===== src/logic/aso_map.svh =====
`ifndef ASO_MAP_SVH
`define ASO_MAP_SVH
// register offsets
`define ASO_REG_TEST      8'h0d
`define ASO_REG_FMT       8'h14
`define ASO_REG_DRIVE     8'h15
`define ASO_REG_PHASE     8'h16
`define ASO_REG_U1_LOW    8'h19
`define ASO_REG_U1_HIGH   8'h1a
`define ASO_REG_U2_LOW    8'h1b
`define ASO_REG_U2_HIGH   8'h1c
`define ASO_REG_PLL       8'h21
`define ASO_REG_STATUS    8'h22
// field positions
`define ASO_FMT_OFFBIN    0
`define ASO_FMT_ONE_LANE  1
`define ASO_FMT_LSB_FIRST 2
`define ASO_FMT_RES12     3
`define ASO_TEST_PN23_RST 4
`define ASO_TEST_PN9_RST  5
// reset values
`define ASO_RST_REG       8'h00
`define ASO_RST_PHASE     8'h03
`define ASO_PN9_SEED      9'h1ff
`define ASO_PN23_SEED     23'h7fffff
// test mode codes
`define ASO_TM_OFF        4'h0
`define ASO_TM_MID        4'h1
`define ASO_TM_POS_FS     4'h2
`define ASO_TM_NEG_FS     4'h3
`define ASO_TM_CHECKER    4'h4
`define ASO_TM_PN23       4'h5
`define ASO_TM_PN9        4'h6
`define ASO_TM_WORD_TOG   4'h7
`define ASO_TM_USER       4'h8
`define ASO_TM_BIT_TOG    4'h9
`define ASO_TM_SYNC       4'ha
`define ASO_TM_ONE_BIT    4'hb
`define ASO_TM_MIXED      4'hc
// pattern words, left aligned in 16 bits, offset binary form where format applies
`define ASO_PAT_MID       16'h8000
`define ASO_PAT_POS_FS    16'hfffc
`define ASO_PAT_ZERO      16'h0000
`define ASO_PAT_CHK_A     16'haaa8
`define ASO_PAT_CHK_B     16'h5554
`define ASO_PAT_SYNC16    16'h01fc
`define ASO_PAT_SYNC12    16'h03f0
`define ASO_PAT_MIXED16   16'ha19c
`define ASO_PAT_MIXED12   16'ha330
`define ASO_MSB_FLIP      16'h8000
// timing: fast clock steps per data bit (one step is 60 deg of a bit)
`define ASO_STEPS_PER_BIT 3'd6
`define ASO_STEPS_PER_BCK 5'd12
`define ASO_PHASE_MAX     5'd11
`define ASO_BITS_TWO16    4'd8
`define ASO_BITS_TWO12    4'd6
`define ASO_BITS_ONE16    4'd15
`define ASO_BITS_ONE12    4'd11
`endif


===== src/logic/aso_pkg.sv =====
package aso_pkg;
  typedef logic [13:0] aso_sample_t;
  typedef logic [15:0] aso_word_t;
  typedef enum logic {ASO_TWO_LANE, ASO_ONE_LANE} aso_lane_mode_t;
endpackage : aso_pkg


===== src/logic/aso_formatter.sv =====
`timescale 1ns/100ps
`include "aso_map.svh"

module aso_formatter #(
  parameter int NUM_CH = 8
) (
  input  wire logic                  i_clk_sys,
  input  wire logic                  i_rst_b,
  input  wire logic [7:0]            i_reg_addr,
  input  wire logic [7:0]            i_reg_wdata,
  input  wire logic                  i_reg_wr,
  input  wire logic                  i_reg_rd,
  output logic      [7:0]            o_reg_rdata,
  input  wire logic                  i_sample_valid,
  input  wire logic [NUM_CH*14-1:0]  i_sample_data,
  output logic                       o_sample_ready,
  output logic      [NUM_CH-1:0]     o_bank1_serial_lanes,
  output logic      [NUM_CH-1:0]     o_bank2_serial_lanes,
  output logic                       o_bank1_bit_clock,
  output logic                       o_bank2_bit_clock,
  output logic                       o_bank1_word_marker,
  output logic                       o_bank2_word_marker
);

  localparam int BUF_W = NUM_CH * 14;

  typedef struct packed {
    logic [7:0]                   test;
    logic [7:0]                   fmt;
    logic [7:0]                   lfmt;
    logic [7:0]                   drive;
    logic [7:0]                   phase;
    logic [7:0]                   u1_low;
    logic [7:0]                   u1_high;
    logic [7:0]                   u2_low;
    logic [7:0]                   u2_high;
    logic [7:0]                   pll;
    logic [7:0]                   rdata;
    logic [1:0][BUF_W-1:0]        mem;
    logic                         wp;
    logic                         rp;
    logic [1:0]                   cnt;
    logic [BUF_W-1:0]             held;
    logic [NUM_CH-1:0][15:0]      words;
    logic [2:0]                   step;
    logic [3:0]                   idx;
    logic                         alt;
    logic [8:0]                   pn9;
    logic [22:0]                  pn23;
    logic [2*NUM_CH-1:0]          lanes;
    logic                         bclk;
    logic                         frame;
  } aso_state_t;

  aso_state_t q;
  aso_state_t d;

  ////////////////////////////////////////////////////////////////////////////
  // pseudorandom helpers: step the register fourteen times per word

  function automatic logic [8:0] pn9_adv(input logic [8:0] s);
    logic [8:0] r;
    r = s;
    for (int i = 0; i < 14; i++)
    begin
      r = {r[7:0], r[8] ^ r[4]};
    end
    return r;
  endfunction : pn9_adv

  function automatic logic [22:0] pn23_adv(input logic [22:0] s);
    logic [22:0] r;
    r = s;
    for (int i = 0; i < 14; i++)
    begin
      r = {r[21:0], r[22] ^ r[17]};
    end
    return r;
  endfunction : pn23_adv

  // first fourteen stream bits of a short-generator state, oldest bit first
  function automatic logic [13:0] pn9_bits(input logic [8:0] s);
    logic [8:0]  r;
    logic [13:0] o;
    r = s;
    o = 14'h0000;
    for (int i = 0; i < 14; i++)
    begin
      o = {o[12:0], r[8]};
      r = {r[7:0], r[8] ^ r[4]};
    end
    return o;
  endfunction : pn9_bits

  ////////////////////////////////////////////////////////////////////////////
  // word timing shared by every channel

  logic       offbin;
  logic       one_lane;
  logic       lsb_first;
  logic       res12;
  logic       res12_load;
  logic [3:0] half_word;
  logic [3:0] mode;
  logic       test_on;
  logic [3:0] bits_per_lane;
  logic [4:0] word_len;
  logic       word_end;
  logic [4:0] t_in_bck;
  logic [4:0] ph;
  logic [4:0] rel;

  assign offbin    = q.fmt[`ASO_FMT_OFFBIN];
  // lane layout follows the format latched at the last word boundary, so a write never cuts a bit
  assign one_lane   = q.lfmt[`ASO_FMT_ONE_LANE];
  assign lsb_first  = q.lfmt[`ASO_FMT_LSB_FIRST];
  assign res12      = q.lfmt[`ASO_FMT_RES12];
  assign res12_load = q.fmt[`ASO_FMT_RES12];
  assign mode      = q.test[3:0];
  assign test_on   = (mode != `ASO_TM_OFF);

  // lane word length: 8 or 6 bits on two lanes, 16 or 12 on one
  always_comb
  begin
    if (one_lane)
      bits_per_lane = res12 ? `ASO_BITS_ONE12 + 4'd1 : `ASO_BITS_ONE16 + 4'd1;
    else
      bits_per_lane = res12 ? `ASO_BITS_TWO12 : `ASO_BITS_TWO16;
  end
  // a 16-lane-bit count of 16 wraps to 0 in 4 bits, so compare against len-1
  assign word_len = res12 ? 5'd12 : 5'd16;
  assign word_end = (q.step == `ASO_STEPS_PER_BIT - 3'd1) && (q.idx == bits_per_lane - 4'd1);
  // marker high for the first half of the lane bits; one-lane 16 needs the 5-bit length
  assign half_word = one_lane ? word_len[4:1] : {1'b0, bits_per_lane[3:1]};

  // bit clock: one period spans two data bits, shifted by the phase setting
  assign t_in_bck = q.idx[0] ? {2'b00, q.step} + 5'd6 : {2'b00, q.step};
  assign ph       = (q.phase[4:0] > `ASO_PHASE_MAX) ? `ASO_PHASE_MAX : q.phase[4:0];
  always_comb
  begin
    rel = t_in_bck + `ASO_STEPS_PER_BCK - ph;
    if (rel >= `ASO_STEPS_PER_BCK)
      rel = rel - `ASO_STEPS_PER_BCK;
  end

  ////////////////////////////////////////////////////////////////////////////
  // test pattern choice, common to all channels

  logic [15:0] pat;
  logic        pat_fmt;
  logic [15:0] user1;
  logic [15:0] user2;
  logic [15:0] pn9_word;
  logic [15:0] pn23_word;

  assign user1     = {q.u1_high, q.u1_low};
  assign user2     = {q.u2_high, q.u2_low};
  assign pn9_word  = {pn9_bits(q.pn9), 2'b00};
  assign pn23_word = {q.pn23[22:9], 2'b00};

  always_comb
  begin
    pat     = `ASO_PAT_ZERO;
    pat_fmt = 1'b0;
    case (mode)
      `ASO_TM_MID:
      begin
        pat     = `ASO_PAT_MID;
        pat_fmt = 1'b1;
      end
      `ASO_TM_POS_FS:
      begin
        pat     = `ASO_PAT_POS_FS;
        pat_fmt = 1'b1;
      end
      `ASO_TM_NEG_FS:
      begin
        pat     = `ASO_PAT_ZERO;
        pat_fmt = 1'b1;
      end
      `ASO_TM_CHECKER: pat = q.alt ? `ASO_PAT_CHK_B : `ASO_PAT_CHK_A;
      `ASO_TM_PN23:
      begin
        pat     = pn23_word;
        pat_fmt = 1'b1;
      end
      `ASO_TM_PN9:
      begin
        pat     = pn9_word;
        pat_fmt = 1'b1;
      end
      `ASO_TM_WORD_TOG: pat = q.alt ? `ASO_PAT_ZERO : `ASO_PAT_POS_FS;
      `ASO_TM_USER:     pat = q.alt ? user2 : user1;
      `ASO_TM_BIT_TOG:  pat = `ASO_PAT_CHK_A;
      `ASO_TM_SYNC:     pat = res12_load ? `ASO_PAT_SYNC12 : `ASO_PAT_SYNC16;
      `ASO_TM_ONE_BIT:  pat = `ASO_PAT_MID;
      `ASO_TM_MIXED:    pat = res12_load ? `ASO_PAT_MIXED12 : `ASO_PAT_MIXED16;
      default:          pat = `ASO_PAT_ZERO;
    endcase
  end

  ////////////////////////////////////////////////////////////////////////////
  // per channel: format the next word and pick this step's lane bits

  logic [BUF_W-1:0]          src;
  logic [NUM_CH-1:0][15:0]   fmt_word;
  logic [2*NUM_CH-1:0]       lane_bits;
  logic [4:0]                pos1;
  logic [4:0]                pos0;

  // an empty buffer repeats the last sample rather than sending stale zeros
  assign src  = (q.cnt != 2'd0) ? q.mem[q.rp] : q.held;
  assign pos1 = one_lane ? {1'b0, q.idx} : {q.idx, 1'b0};
  assign pos0 = one_lane ? {1'b0, q.idx} : {q.idx, 1'b1};

  generate
    for (genvar c = 0; c < NUM_CH; c++)
    begin : g_lane
      aso_pkg::aso_word_t samp;
      aso_pkg::aso_word_t w;
      logic [4:0]         i0;
      logic [4:0]         i1;
      assign samp = {src[c*14 +: 14], 2'b00};
      // samples arrive twos complement; patterns with a format setting are held offset binary, the rest pass unchanged
      always_comb
      begin
        if (test_on)
          w = (pat_fmt && !offbin) ? pat ^ `ASO_MSB_FLIP : pat;
        else
          w = offbin ? samp ^ `ASO_MSB_FLIP : samp;
      end
      assign fmt_word[c] = w;
      // msb sits at bit 15; lsb of a short word sits at bit 16-len
      assign i0 = lsb_first ? 5'd16 - word_len + pos0 : 5'd15 - pos0;
      assign i1 = lsb_first ? 5'd16 - word_len + pos1 : 5'd15 - pos1;
      assign lane_bits[2*c]   = q.words[c][i0[3:0]];
      assign lane_bits[2*c+1] = one_lane ? 1'b0 : q.words[c][i1[3:0]];
    end
  endgenerate

  ////////////////////////////////////////////////////////////////////////////
  // next state

  logic push;
  logic pop;

  assign push = i_sample_valid && (q.cnt != 2'd2);
  // test mode still drains the buffer so the source never stalls on it
  assign pop  = word_end && (q.cnt != 2'd0);

  always_comb
  begin
    d = q;
    // register writes from the configuration port
    if (i_reg_wr)
    begin
      case (i_reg_addr)
        `ASO_REG_TEST:    d.test    = i_reg_wdata;
        `ASO_REG_FMT:     d.fmt     = i_reg_wdata;
        `ASO_REG_DRIVE:   d.drive   = i_reg_wdata;
        `ASO_REG_PHASE:   d.phase   = i_reg_wdata;
        `ASO_REG_U1_LOW:  d.u1_low  = i_reg_wdata;
        `ASO_REG_U1_HIGH: d.u1_high = i_reg_wdata;
        `ASO_REG_U2_LOW:  d.u2_low  = i_reg_wdata;
        `ASO_REG_U2_HIGH: d.u2_high = i_reg_wdata;
        `ASO_REG_PLL:     d.pll     = i_reg_wdata;
        default:          d.test    = q.test;
      endcase
    end
    // register reads, one cycle late; unmapped reads give zero
    if (i_reg_rd)
    begin
      case (i_reg_addr)
        `ASO_REG_TEST:    d.rdata = q.test;
        `ASO_REG_FMT:     d.rdata = q.fmt;
        `ASO_REG_DRIVE:   d.rdata = q.drive;
        `ASO_REG_PHASE:   d.rdata = q.phase;
        `ASO_REG_U1_LOW:  d.rdata = q.u1_low;
        `ASO_REG_U1_HIGH: d.rdata = q.u1_high;
        `ASO_REG_U2_LOW:  d.rdata = q.u2_low;
        `ASO_REG_U2_HIGH: d.rdata = q.u2_high;
        `ASO_REG_PLL:     d.rdata = q.pll;
        `ASO_REG_STATUS:  d.rdata = {5'h00, test_on, q.cnt};
        default:          d.rdata = 8'h00;
      endcase
    end
    // two-entry buffer
    if (push)
    begin
      d.mem[q.wp] = i_sample_data;
      d.wp        = ~q.wp;
    end
    if (pop)
    begin
      d.held = q.mem[q.rp];
      d.rp   = ~q.rp;
    end
    d.cnt = q.cnt + {1'b0, push} - {1'b0, pop};
    // bit step and lane bit counters
    if (q.step == `ASO_STEPS_PER_BIT - 3'd1)
    begin
      d.step = 3'd0;
      d.idx  = word_end ? 4'd0 : q.idx + 4'd1;
    end
    else
    begin
      d.step = q.step + 3'd1;
    end
    // new words load one cycle before the registered marker rises
    if (word_end)
    begin
      d.words = fmt_word;
      d.lfmt  = q.fmt;
      d.alt   = ~q.alt;
      if (mode == `ASO_TM_PN9)
        d.pn9 = pn9_adv(q.pn9);
      if (mode == `ASO_TM_PN23)
        d.pn23 = pn23_adv(q.pn23);
    end
    // reseed while the reset bit is set
    if (q.test[`ASO_TEST_PN9_RST])
      d.pn9 = `ASO_PN9_SEED;
    if (q.test[`ASO_TEST_PN23_RST])
      d.pn23 = `ASO_PN23_SEED;
    // output stage: everything delayed by the same single cycle
    d.lanes = lane_bits;
    d.bclk  = (rel < 5'd6);
    d.frame = (q.idx < half_word);
    // synchronous reset
    if (!i_rst_b)
    begin
      d       = '0;
      d.test  = `ASO_RST_REG;
      d.fmt   = `ASO_RST_REG;
      d.lfmt  = `ASO_RST_REG;
      d.phase = `ASO_RST_PHASE;
      d.pn9   = `ASO_PN9_SEED;
      d.pn23  = `ASO_PN23_SEED;
    end
  end

  // single register stage for all state
  always_ff @(posedge i_clk_sys)
  begin
    q <= d;
  end

  ////////////////////////////////////////////////////////////////////////////
  // outputs: each bank carries its own clock pair, same timing

  assign o_reg_rdata          = q.rdata;
  assign o_sample_ready       = (q.cnt != 2'd2);
  assign o_bank1_serial_lanes = q.lanes[NUM_CH-1:0];
  assign o_bank2_serial_lanes = q.lanes[2*NUM_CH-1:NUM_CH];
  assign o_bank1_bit_clock    = q.bclk;
  assign o_bank2_bit_clock    = q.bclk;
  assign o_bank1_word_marker  = q.frame;
  assign o_bank2_word_marker  = q.frame;

endmodule : aso_formatter


===== config.mk =====
export PLATFORM = sky130hd
export DESIGN_NAME = aso_formatter
export DESIGN_NICKNAME = d
export VERILOG_FILES = /design/src/logic/aso_pkg.sv /design/src/logic/aso_formatter.sv
export VERILOG_INCLUDE_DIRS = /design/src /design/src/logic
export SDC_FILE = /design/constraint.sdc
export NUM_CORES = 1
export LEC_CHECK = 0
export BUFFER_PORTS_ARGS = -buffer_cell sky130_fd_sc_hd__clkbuf_2
export CAP_MARGIN = 20
export CELL_PAD_IN_SITES_DETAIL_PLACEMENT = 0
export CELL_PAD_IN_SITES_GLOBAL_PLACEMENT = 2
export CORE_MARGIN = 2
export CORE_UTILIZATION = 39
export CTS_BUF_LIST = sky130_fd_sc_hd__clkbuf_4 sky130_fd_sc_hd__clkbuf_8
export CTS_CLUSTER_SIZE = 14
export DETAILED_ROUTE_END_ITERATION = 12
export MAX_ROUTING_LAYER = met4
export PLACE_DENSITY_LB_ADDON = 0.1
export SLEW_MARGIN = 30
export SYNTH_ARGS = -nofsm -noshare
export SYNTH_HDL_FRONTEND = slang
export SYNTH_SLANG_ARGS = --single-unit

===== constraint.sdc =====
create_clock -name i_clk_sys -period 3.1 [get_ports i_clk_sys]
set_clock_uncertainty 0.05 [all_clocks]
set_input_delay 0.31 -clock i_clk_sys [delete_from_list [all_inputs] [get_ports i_clk_sys]]
set_output_delay 0.31 -clock i_clk_sys [all_outputs]
set_load 0.01 [all_outputs]

==> out/results.ini <==
[die]
die_w_um=269
initial_core_util_pct=39.6
num_rows=96
coreArea_mm2=0.0689
fp.dieH_um=269
dieArea_mm2=0.0721
io_pins=162

[timing]
max_freq_mhz=367
finalCritPeriodShare_pct=87.9
fin_setup_tns_ns=0
setup_viol=0
slew_violations=0
worst_pin_slew_ns=0.909
holdWs_ns=0.0452
hold_violations=0
finalCriticalPeriod_ns=2.73
grt_setup_unrepaired=no
slew-limit-headroom_pct=39.2

[detailed_routing]
drc_errors=0
drtIter0Drc=1802
first_pass_iters=6
wl_per_cell_um=20.3
avgViaCountPerCell=5.41
final_antenna_net_count=0
wl_um=89900
num_vias=24000

[finish]
drive_gt1_share_pct=15.7
stdcell_count=4437
area_delta_synth_final_pct=18.6
final_area_mm2=0.0324
n_fill_cell=6862
nets=3580

[synthesis]
synth.largest_area_cell=dfxtp_1
ys_seq_elements=595
ys_types=82
yosysWarnings=0
synth_common_cells=750 x nand2_1, 595 x dfxtp_1, 338 x a21oi_1
synth_edf_count=0
syn_nets=3392
synth-main-ff-cell=dfxtp_1
synthArstFlopShare_pct=0
synth_top_area_share_pct=43.6
synth_cells=3236
netlist_top_cells_area=dfxtp_1 44%, nand2_1 10%, mux2i_1 7.4%
synth_area_mm2=0.0273
synth.most_common_cell=nand2_1
syn_avg_cell_area_um2=8.43
yosysSeqAreaShare_pct=43.6

[global_route]
antenna_found_initial=1
grt_pass1_wl_um=138000
grtUsageTotal_pct=25.5
grt_max_degree=134
overflow=0
grt_pass1_vias=22800

[power]
peakVddDrop_v=0.000329
powerDensity_mw_per_mm2=542
power_leakage_nw=12.0
power_mw=17.5

[critical_path]
cp_slowest_cell=nor2_1
cp_max_fo=12
crit_required_ns=3.66
setup.worst_path.end_class=flop
path_cells=mux2_4, ha_1, nand2_1, o21a_1, nor2_1, buf_4, a221oi_1, a22o_1
worst-path-stages=8
crit_family=simple AND/OR/NAND/NOR gates
worst_path_largest_cell_delay_ns=0.51
critPathArrivalTime_ns=3.29
critical_path_class=reg -> reg
critPathBufInv=1
worstSetupStartpointType=flop
reg2reg_depth=8

[cts]
clk_pin_slew_ns=0.06
clockBufferDepth=3
root_buffer=clkbuf_8
cts_made_buffers=106
h-tree-depth=3
clk_latency_ns=0.73
cts.sinks=595
cts_resized=0
cts_tree=done

[placed_design]
gp_congestion=0.893
dp_cells=4124
hpwl_um=61100
place_area_mm2=0.0289
portBuffers=161

[status]
status=finished clean

[hold_path]
holdPathStages=4
min_path_type=in -> reg

[flow_run]
maxCapViolations=0

cells in the final DEF, fill, tap and decap left out, types with 7 or more instances in the layout:
cell type,synthesis,layout
a2111oi_2,8,8
a32o_1,7,7
buf_4,33,96
clkbuf_8,0,131
or3_1,7,7
nand2_1,750,750
a211oi_1,132,132
nor2_1,207,206
nand3_1,48,47
xor2_1,13,13
a22o_1,19,19
a21oi_1,338,338
nor2b_1,11,11
clkbuf_4,1,47
a221oi_1,12,12
mux4_2,18,18
ha_1,22,22
o221a_2,14,14
mux2_2,13,13
and3_1,15,14
mux2i_1,201,201
a222oi_1,7,7
o21ai_0,118,118
dfxtp_1,595,594
a31oi_1,63,63
nand2b_1,13,13
o221ai_1,8,8
buf_12,1,17
dlygate4sd3_1,0,123
a22oi_1,19,19
xnor2_1,31,31
clkbuf_2,0,160
inv_1,17,17
o211ai_1,111,111
per-layer routing:
layer | global-route usage [%] | wire, um
met1 | 35.6 | 43600
met2 | 38.4 | 39900
met3 | 3.63 | 4080
met4 | 7.22 | 2360
met5 | - | 0
worst register-to-register path, delay by kind of cell (launching register included):
family	cells	cell delay, ns
buf+inv	1	0.27
mux	1	0.37
simple gates	2	0.60
flops	1	0.47
fa+ha+maj	1	0.27
compound gates	3	0.57
final timing paths:
kind / from / endpoint / slack [ns]
worst max register to register: q[52] / o_bank1_serial_lanes[4] / 0.37
worst min register to register: q[373] / q[373] / 0.40
worst min-delay path: i_sample_valid / q[301] / 0.05
worst max-delay path: q[52] / o_bank1_serial_lanes[4] / 0.37
report_power, final:
part           switching (mW)  internal (mW)  leakage [nW]
combinational            1.24          0.683          6.00
clock                    3.32           4.36          1.20
sequential             0.0960           7.84          4.82
total                    4.65           12.9          12.0
repair_timing:
item                      4_1_cts  5_1_grt
hold endpoints to repair      293        0
hold buffers                  123        0
setup buffers                   0        0
sequential cells by signal, indices dropped and copies added, names as in the netlist:
register,count
o_reg_rdata,8
one_lane,1
o_bank1_bit_clock,1
o_bank2_serial_lanes,8
pn9_word,9
mode,4
o_bank1_serial_lanes,8
q,539
pn23_word,14
offbin,1
lsb_first,1
o_bank1_word_marker,1
metrics by stage:
step                utilization, %  setup WS (ns)
finish                        47.0          0.374
global route                  47.0          0.231
CTS                           47.0          0.416
detailed placement            41.9          0.432
global placement              41.9          0.411
floorplan                        -          0.263
logic make-up after synthesis:
kind of cell    Yosys count  synth area share, %
flops                   595                 43.6
simple gates           1095                 16.3
fa+ha+maj                23                 1.08
compound gates          900                 21.4
xor+xnor                 48                 1.69
buf+inv                 334                 5.70
mux                     241                 10.2
layout make-up:
cell class | instances | area, um2 | area share, %
multi-input combinational | 2307 | 13900 | 42.9
sequential | 595 | 11900 | 36.8
timing repair buffer | 396 | 3090 | 9.55
clock buffer | 178 | 2160 | 6.66
tap | 931 | 1160 | 3.60
clock inverter | 11 | 92.6 | 0.286
inverter | 18 | 75.1 | 0.232
antenna | 1 | 2.50 | 0.00773
(Power assumes the default switching activity.)
